===== src/hw/packer_pkg.sv =====
package packer_pkg;
   // sample and byte geometry
   localparam int PIX_W = 12;
   localparam int BYTE_W = 8;
   localparam int NIB_W = 4;
   localparam int HI_MSB = 11;
   localparam int HI_LSB = 4;
   localparam int LO_MSB = 3;
   localparam int BYTES_PER_PAIR = 3;
   // sample code range, unsigned straight binary
   localparam logic [11:0] CODE_MIN = 12'h000;
   localparam logic [11:0] CODE_MAX = 12'hfff;
   // colour of the filter element over a pixel
   localparam logic [1:0] COL_BLUE = 2'h0;
   localparam logic [1:0] COL_GREEN = 2'h1;
   localparam logic [1:0] COL_RED = 2'h2;
   // output word bundled through the skid stage: {row_odd, colour, first, last, byte}
   localparam int OUT_W = BYTE_W + 5;
   localparam int F_LAST = 8;
   localparam int F_FIRST = 9;
   localparam int F_COL = 10;
   localparam int F_ODD = 12;
   localparam logic [1:0] PH_RESET = 2'h0;
   // packing phase within a pixel pair
   typedef enum logic [1:0] {
      PH_EARLY = 2'b00,
      PH_LATE = 2'b01,
      PH_TAIL = 2'b10
   } phase_type;
endpackage


===== src/hw/byte_skid_stage.sv =====
`timescale 1ns/1ps
// two-entry output stage so every downstream signal and the room flag come from flops
module byte_skid_stage #(
   parameter int W = 13
) (
   input wire logic clk,
   input wire logic rst,
   input wire logic push,
   input wire logic [W-1:0] push_data,
   input wire logic out_ready,
   output logic out_valid_r,
   output logic [W-1:0] out_data_r,
   output logic room_r,
   output logic room_nxt
);
   logic skid_valid_r;
   logic [W-1:0] skid_data_r;
   logic out_free;
   logic skid_valid_nxt;

   // push is only offered while room_r, so the skid never overflows
   assign out_free = !out_valid_r || out_ready;
   assign skid_valid_nxt = !out_free && (skid_valid_r || push);
   assign room_nxt = !skid_valid_nxt;

   // output register refills from skid first to keep byte order
   always_ff @(posedge clk) begin
      if (rst) begin
         out_valid_r <= 1'b0;
         out_data_r <= '0;
      end else if (out_free) begin
         out_valid_r <= skid_valid_r || push;
         out_data_r <= skid_valid_r ? skid_data_r : push_data;
      end
   end

   // skid catches a push made while the downstream stalls
   always_ff @(posedge clk) begin
      if (rst) begin
         skid_valid_r <= 1'b0;
         skid_data_r <= '0;
         room_r <= 1'b1;
      end else begin
         skid_valid_r <= skid_valid_nxt;
         room_r <= room_nxt;
         if (!out_free && push) begin
            skid_data_r <= push_data;
         end
      end
   end
endmodule


===== src/hw/raw_colour_12bit_pixel_packer.sv =====
`timescale 1ns/1ps
module raw_colour_12bit_pixel_packer (
   input wire logic MCLK,
   input wire logic RST,
   input wire logic PIX_VALID,
   output logic PIX_READY,
   input wire logic [11:0] PIX_DATA,
   input wire logic PIX_ROW_END,
   input wire logic PIX_FRAME_START,
   output logic BYTE_VALID,
   input wire logic BYTE_READY,
   output logic [7:0] BYTE_DATA,
   output logic BYTE_FIRST,
   output logic BYTE_LAST,
   output logic [1:0] BYTE_COLOUR,
   output logic BYTE_ROW_ODD
);
   packer_pkg::phase_type phase_r;
   packer_pkg::phase_type phase_nxt;
   logic [packer_pkg::NIB_W-1:0] early_lo_r;
   logic [packer_pkg::BYTE_W-1:0] late_hi_r;
   logic early_last_r;
   logic late_last_r;
   logic row_odd_r;
   logic pair_odd_r;
   logic row_start_r;
   logic pix_ready_r;
   logic room_r;
   logic room_nxt;
   logic accept;
   logic zero_fill;
   logic tail_go;
   logic eff_odd;
   logic push;
   logic [packer_pkg::OUT_W-1:0] push_word;
   logic [packer_pkg::OUT_W-1:0] out_word;
   logic early_last_nxt;
   logic pix_ready_nxt;
   logic in_early;
   logic in_late;
   logic in_tail;
   logic take_early;
   logic take_late;
   logic [packer_pkg::BYTE_W-1:0] pix_hi;
   logic [packer_pkg::NIB_W-1:0] pix_lo;
   logic [1:0] late_colour;
   logic first_flag;

   // filter colour from row parity and position parity
   function automatic logic [1:0] colour_of(input logic odd_row, input logic odd_pos);
      if (!odd_row) begin
         colour_of = odd_pos ? packer_pkg::COL_GREEN : packer_pkg::COL_BLUE;
      end else begin
         colour_of = odd_pos ? packer_pkg::COL_RED : packer_pkg::COL_GREEN;
      end
   endfunction

   // bundle one output byte with its side flags
   function automatic logic [packer_pkg::OUT_W-1:0] pack_word(
      input logic [7:0] b, input logic last, input logic first,
      input logic [1:0] col, input logic odd_row);
      pack_word = {odd_row, col, first, last, b};
   endfunction

   // phase decode shared by the handshake decode, the phase walk and the row tracker
   assign in_early = (phase_r == packer_pkg::PH_EARLY);
   assign in_late = (phase_r == packer_pkg::PH_LATE);
   assign in_tail = (phase_r == packer_pkg::PH_TAIL);

   // handshake decode; a frame start forces the row back to even parity
   assign accept = PIX_VALID && pix_ready_r;
   assign eff_odd = PIX_FRAME_START ? 1'b0 : row_odd_r;
   assign zero_fill = in_late && early_last_r && room_r;
   assign tail_go = in_tail && room_r;
   assign push = accept || zero_fill || tail_go;
   assign take_early = in_early && accept;
   assign take_late = in_late && (accept || zero_fill);

   // sample slices and side flags; bits are only routed, never recoded
   assign pix_hi = PIX_DATA[packer_pkg::HI_MSB:packer_pkg::HI_LSB];
   assign pix_lo = PIX_DATA[packer_pkg::LO_MSB:0];
   assign late_colour = colour_of(pair_odd_r, 1'b1);
   assign first_flag = row_start_r || PIX_FRAME_START;

   // byte formation per phase; the sample bits are copied, never altered
   always_comb begin
      push_word = '0;
      case (phase_r)
         packer_pkg::PH_EARLY: begin
            push_word = pack_word(pix_hi, 1'b0, first_flag,
               colour_of(eff_odd, 1'b0), eff_odd);
         end
         packer_pkg::PH_LATE: begin
            if (early_last_r) begin
               push_word = pack_word({4'h0, early_lo_r}, 1'b0, 1'b0,
                  late_colour, pair_odd_r);
            end else begin
               push_word = pack_word({pix_lo, early_lo_r},
                  1'b0, 1'b0, late_colour, pair_odd_r);
            end
         end
         packer_pkg::PH_TAIL: begin
            push_word = pack_word(late_hi_r, late_last_r, 1'b0,
               late_colour, pair_odd_r);
         end
         default: begin
            push_word = '0;
         end
      endcase
   end

   // phase walk: three bytes per pair, always completed before the next pair
   always_comb begin
      phase_nxt = phase_r;
      case (phase_r)
         packer_pkg::PH_EARLY: begin
            if (accept) begin
               phase_nxt = packer_pkg::PH_LATE;
            end
         end
         packer_pkg::PH_LATE: begin
            if (accept || zero_fill) begin
               phase_nxt = packer_pkg::PH_TAIL;
            end
         end
         packer_pkg::PH_TAIL: begin
            if (tail_go) begin
               phase_nxt = packer_pkg::PH_EARLY;
            end
         end
         default: begin
            phase_nxt = packer_pkg::PH_EARLY;
         end
      endcase
   end

   // ready is registered, so it looks one cycle ahead at phase and room
   assign early_last_nxt = take_early ? PIX_ROW_END : early_last_r;
   assign pix_ready_nxt = room_nxt && ((phase_nxt == packer_pkg::PH_EARLY) ||
      (phase_nxt == packer_pkg::PH_LATE && !early_last_nxt));

   // phase and handshake flops
   always_ff @(posedge MCLK) begin
      if (RST) begin
         phase_r <= packer_pkg::PH_EARLY;
         pix_ready_r <= 1'b0;
         early_last_r <= 1'b0;
      end else begin
         phase_r <= phase_nxt;
         pix_ready_r <= pix_ready_nxt;
         early_last_r <= early_last_nxt;
      end
   end

   // earlier half of the pair: low nibble waits for the later pixel
   always_ff @(posedge MCLK) begin
      if (RST) begin
         early_lo_r <= 4'h0;
         pair_odd_r <= 1'b0;
      end else if (take_early) begin
         early_lo_r <= pix_lo;
         pair_odd_r <= eff_odd;
      end
   end

   // later half: high byte waits one slot for the tail byte
   always_ff @(posedge MCLK) begin
      if (RST) begin
         late_hi_r <= 8'h00;
         late_last_r <= 1'b0;
      end else if (take_late) begin
         late_hi_r <= zero_fill ? 8'h00 : pix_hi;
         late_last_r <= zero_fill ? 1'b1 : PIX_ROW_END;
      end
   end

   // row tracking: parity flips and packing restarts after a row's last byte
   always_ff @(posedge MCLK) begin
      if (RST) begin
         row_odd_r <= 1'b0;
         row_start_r <= 1'b1;
      end else if (tail_go && late_last_r) begin
         row_odd_r <= ~pair_odd_r;
         row_start_r <= 1'b1;
      end else if (take_early) begin
         row_odd_r <= eff_odd;
         row_start_r <= 1'b0;
      end
   end

   // output stage keeps every byte-side port on a flop under backpressure
   byte_skid_stage #(
      .W(packer_pkg::OUT_W)
   ) u_out (
      .clk(MCLK),
      .rst(RST),
      .push(push),
      .push_data(push_word),
      .out_ready(BYTE_READY),
      .out_valid_r(BYTE_VALID),
      .out_data_r(out_word),
      .room_r(room_r),
      .room_nxt(room_nxt)
   );

   // ports straight off the flops; side flags ride in the same word as the byte
   assign PIX_READY = pix_ready_r;
   assign BYTE_DATA = out_word[packer_pkg::BYTE_W-1:0];
   assign BYTE_LAST = out_word[packer_pkg::F_LAST];
   assign BYTE_FIRST = out_word[packer_pkg::F_FIRST];
   assign BYTE_COLOUR = out_word[packer_pkg::F_COL+1:packer_pkg::F_COL];
   assign BYTE_ROW_ODD = out_word[packer_pkg::F_ODD];
endmodule


===== config.mk =====
export PLATFORM = sky130hd
export DESIGN_NAME = raw_colour_12bit_pixel_packer
export DESIGN_NICKNAME = d
export VERILOG_FILES = /design/src/hw/packer_pkg.sv /design/src/hw/byte_skid_stage.sv /design/src/hw/raw_colour_12bit_pixel_packer.sv
export SDC_FILE = /design/constraint.sdc
export NUM_CORES = 1
export LEC_CHECK = 0
export ABC_AREA = 1
export BUFFER_PORTS_ARGS = -buffer_cell sky130_fd_sc_hd__buf_2
export CORE_MARGIN = 10
export CORE_UTILIZATION = 40
export CTS_CLUSTER_SIZE = 30
export DETAILED_ROUTE_END_ITERATION = 6
export HOLD_SLACK_MARGIN = 0.03
export PLACE_DENSITY_LB_ADDON = 0.05
export SYNTH_ARGS = -nofsm -noshare
export SYNTH_HDL_FRONTEND = slang
export SYNTH_SLANG_ARGS = --single-unit

===== constraint.sdc =====
create_clock -name MCLK -period 3.15 [get_ports MCLK]
set_clock_uncertainty 0.05 [all_clocks]
set_input_delay 0.315 -clock MCLK [delete_from_list [all_inputs] [get_ports MCLK]]
set_output_delay 0.315 -clock MCLK [all_outputs]
set_load 0.05 [all_outputs]

==> impl_metrics.ini, run 1 <==
[sta]
setup_viol = 0
timing.final.crit_share_pct = 78.6
worstMarginPinSlew_ps = 1270
fmax_ghz = 0.404
slew_violations = 0
finalSetupTns_ps = 0
setup_slack_ps = 673
rsz0062_at_grt = no
period_needed_ps = 2480
relSlewSlack_pct = 15.4
hold_viol_final = 0

[synthesis]
ys_types = 25
synth-edff-count = 0
yosysTopAreaCellShare_pct = 41.8
ys_ff_latch = 49
ys_top_cells_by_area = dfxtp_1 42%, nand2_1 11%, nor2_1 8.5%, o21ai_0 7.9%, a21oi_1 6.2%
netlist_instances = 332
synth_top_area_cell = dfxtp_1
syn_nets = 350
ys_warn_count = 0
synth-seq-area-share_pct = 41.8
syn_area_mm2 = 0.00234
syn_avg_cell_area_um2 = 7.06
synthArstFlopShare_pct = 0
synth_top_flop_cell = dfxtp_1

[clock_tree]
postCtsHoldBufs = 0
clk_pin_slew_ps = 90
cts_tree = yes
clk_latency_ps = 300
cts-root-buf = clkbuf_8
cts_resized = 0
cts_buffers = 5
clock_sinks = 49
htreeDepth = 2
clockBufferDepth = 2
postCtsSetupRepairBufs = 0

[detailed_routing]
via_per_inst = 4.99
drc_errors = 0
drt-initial-drc-count = 74
wl_per_cell_um = 13.8
ant_nets = 0
vias = 2139
routed_wl_um = 5930
dr.pass1.iters = 4

[cells_and_area]
drive_gt1_share_pct = 17.6
antennaDiodeCount = 0
final_net_count = 375
area_delta_synth_final_pct = 10.9
fillers = 608
fin_area_mm2 = 0.00260

[place]
place_congestion = 0.825
hpwl_um = 4330
place_area_mm2 = 0.00251
preCtsSetupSlack_ps = 718
portBuffers = 32

[critical_path]
end_kind = register
startpoint_type = register
cp_top_family = compound AO/OA/AOI/OAI gates
cp.arrival_ps = 2620
worstSetupPathType = reg -> reg
path_buf_inv = 1
crit_path_frequent_cell = o21ai_0
slowest_stage = a21oi_1
crit_fanout = 20
crit_path_max_incr_delay_ps = 1000
worstPathRequired_ps = 3290
critical_path.cell_chain = inv_1 -> nand2_1 -> a21oi_1 -> o21ai_0 -> o21ai_0 -> nor2_1

[die]
rows = 27
dieHeight_um = 96.6
dieArea_mm2 = 0.00932
initial_core_util_pct = 41.8
core_mm2 = 0.00561
die_w_um = 96.6
num_io_pins = 33

[grt]
grt_pass1_vias = 2050
grt_max_degree = 35
grt.overflow.total = 0
grt_usage_pct = 13.5
grt_pass1_wl_um = 9900
antenna_found_initial = 0

[run]
cap_violations = 0

[power_and_ir_drop]
p_leak_uw = 0.00120
power_density_mw_per_mm2 = 496
ir_worst_vdd_mv = 0.260

[hold_path]
hold_class = in -> reg

[run_status]
status = finished, final reports clean
## where the power goes
part           internal (uW)  switching [uW]
registers                652            21.3
logic                   65.6             169
clock network            175             206
total                    892             396
## metal layers
metal | GRT usage, % | up-vias | share of wire, %
met5 | 0 | - | 0
met4 | 4.36 | 0 | 1.2
met3 | 2.78 | 7 | 4.1
met2 | 23.1 | 34 | 47
met1 | 16.5 | 971 | 47
li1 | - | 1127 | -
## stage by stage
step | total power, uW | utilization [%] | hold slack [ps] | std cells
after CTS | 1300 | 46.4 | 229 | 429
final | 1290 | 46.4 | 232 | 429
after detailed placement | 925 | 44.8 | 411 | 422
after global placement | 924 | 44.8 | 404 | 422
after global routing | 1350 | 46.4 | 258 | 429
after floorplan | 869 | - | 387 | 332
## state kept, by name (all words and copies together), names as in the netlist
name and cells:
u_out.out_data_r 13, u_out.skid_data_r 13, late_hi_r 8, early_lo_r 4
phase_r 2, PIX_READY 1, early_last_r 1, late_last_r 1
pair_odd_r 1, row_odd_r 1, row_start_r 1, u_out.out_valid_r 1
u_out.room_r 1, u_out.skid_valid_r 1
## cell type report
cell class              count  area [um2]  area share (%)
flip-flops and latches     49         981            37.7
inverters                  26         103            3.95
multi-input cells         240        1160            44.5
clock buffers               7        86.3            3.32
well taps                  72        90.1            3.46
repair buffers             35         183            7.03
## tightest hold or removal path, stage by stage
cell     delay [ps]
buf_2            90
o21ai_0          70
nor2_1           80
## logic make-up after synthesis
family | synth area share (%)
AOI/OAI and AO/OA | 18.6
buffers and inverters | 8.80
and+or+nand+nor | 30.7
DFF | 41.8
## cells in the mapped netlist (4+ instances only)
cell      count
a21oi_2       9
nand3_1      23
o21ai_1       4
o21ai_0      37
inv_1        23
nor2_1       53
nand2_1      70
dfxtp_1      49
clkbuf_1      7
buf_2         7
a21oi_1      29
## placed cells by master (no fill, tap or decap), types with 3 or more instances in the layout
cell,synthesis,routed
buf_2,7,32
o21ai_1,4,4
clkbuf_8,0,6
a21oi_1,29,29
dfxtp_1,49,49
buf_4,0,3
o21ai_0,37,37
nand2_1,70,70
a21oi_2,9,9
inv_1,23,23
nand3_1,23,23
nor2_1,53,53
## path summary, 6_finish.rpt
check	from	to	slack (ps)	depth (start not counted)
min	PIX_DATA[3]	early_lo_r[3]	230	3
min reg2reg	row_start_r	row_start_r	420	2
max reg2reg	phase_r[1]	late_hi_r[1]	670	6
max	phase_r[1]	late_hi_r[1]	670	6
No activity file was read; power rests on OpenSTA's default activity.
==> run 2, diff against run 1 <==
Clock period 3.15 ns to 2.35 ns, I/O delays scaled along.
==> run 2 against run 1 <==
Net effect: critical path depth grew 3; final cell count grew 1.2%; sequential share of layout area is 0.43 points lower; via count increased by 0.47%; critical path type unchanged; largest cell class unchanged.
==> impl_metrics.ini, run 2 (synthesis gave the netlist of run 1 again) <==
[place]
hpwl_um = 4500
place_area_mm2 = 0.00254
place_congestion = 0.797
dp_cells = 426
portBuffers = 32
preCtsSetupSlack_ps = 778

[detailed_routing]
drc_errors = 0
wl_per_cell_um = 13.9
vias = 2149
ant_nets = 0
routed_wl_um = 6040
drt-initial-drc-count = 105
via_per_inst = 4.95
dr.pass1.iters = 4

[grt]
antenna_found_initial = 0
grt_pass1_vias = 2088
grt_usage_pct = 13.6
grt_pass1_wl_um = 9940
grt.overflow.total = 0
grt_max_degree = 35

[cells_and_area]
fin_area_mm2 = 0.00263
antennaDiodeCount = 0
layout_commonest_cell = nand2_1
final_net_count = 379
fillers = 637
final_cell_mix = 70 x nand2_1, 53 x nor2_1, 49 x dfxtp_1
area_delta_synth_final_pct = 12.2
drive_gt1_share_pct = 18.8
fin_cells = 434
reg_top3 = u_out.out_data_r x13, u_out.skid_data_r x13, late_hi_r x8

[critical_path]
cp.arrival_ps = 1830
rrSetupSlack_ps = 720
end_kind = register
r2r.worst_path.cells = 9
worstPathRequired_ps = 2550
r2r_end = PIX_READY
r2r_start = phase_r[0]
crit_fanout = 11
startpoint_type = register
worstSetupPathType = reg -> reg

[power_and_ir_drop]
p_leak_uw = 0.00122
ir_worst_vdd_mv = 0.447
power_density_mw_per_mm2 = 658

[run_status]
status = finished, final reports clean

[hold_path]
hold_class = in -> reg
holdPathEnd = early_lo_r[3]
min_from = PIX_DATA[3]
whs_path_depth = 3

[sta]
worstMarginPinSlew_ps = 429
setup_viol = 0
rsz0062_at_grt = no
hold_viol_final = 0
finalSetupTns_ps = 0
setup_slack_ps = 722
fmax_ghz = 0.614
relSlewSlack_pct = 71.4
slew_violations = 0
period_needed_ps = 1630
timing.final.crit_share_pct = 69.3

[clock_tree]
cts_buffers = 5
clk_pin_slew_ps = 90
clockBufferDepth = 2
htreeDepth = 2
clk_latency_ps = 310
postCtsHoldBufs = 0
cts-root-buf = clkbuf_8
cts_tree = yes
postCtsSetupRepairBufs = 0
cts_resized = 0
clock_sinks = 49

[die]
num_io_pins = 33
core_mm2 = 0.00561
dieHeight_um = 96.6
die_w_um = 96.6
initial_core_util_pct = 41.8
rows = 27
dieArea_mm2 = 0.00932

[run]
cap_violations = 0
## run 2: worst max-delay path by stage
stage / start / to / cells after the start / slack, ps
2_1_floorplan: PIX_READY / late_hi_r[0] / 6 / 740
3_3_place_gp: phase_r[0] / PIX_READY / 9 / 810
3_5_place_dp: phase_r[0] / PIX_READY / 9 / 780
4_1_cts: phase_r[0] / PIX_READY / 9 / 740
5_1_grt: phase_r[0] / late_hi_r[1] / 6 / 560
6_report: phase_r[0] / PIX_READY / 9 / 720
## run 2: cell type report
cell class / count / area, um2 / area share, %
Multi-Input combinational cell: 240 / 1160 / 44.0
Inverter: 26 / 103 / 3.90
Tap cell: 72 / 90.1 / 3.43
Clock inverter: 2 / 13.8 / 0.523
Clock buffer: 6 / 72.6 / 2.76
Timing Repair Buffer: 39 / 213 / 8.09
Sequential cell: 49 / 981 / 37.3
## run 2: power breakdown
group / switching [uW] / internal, uW
combinational: 230 / 90.8
sequential: 24.9 / 874
clock: 297 / 213
## run 2: metal layers
layer  GRT usage, %  routed length [um]  vias to the layer above
met3           3.32                 263                        4
met2           22.6                2750                       30
li1               -                   -                     1136
met5              0                   0                        -
met1           17.0                2970                      979
met4           4.36                  55                        0
## run 2: worst max-delay path, cell delays in order, from the launching register on
cell	delay, ps
dfxtp_1	510
buf_4	210
nor2_8	50
nand2_1	260
inv_1	150
nand2_1	110
nand2_1	50
nand2_1	50
inv_1	40
nor2_1	90
## run 2: stage by stage
stage | hold WS [ps] | utilization (%) | total power (uW)
after global routing | 170 | 46.9 | 1810
after detailed placement | 403 | 45.4 | 1240
after floorplan | 350 | - | 1170
after global placement | 399 | 45.4 | 1240
final | 161 | 46.9 | 1730
after CTS | 154 | 46.9 | 1750
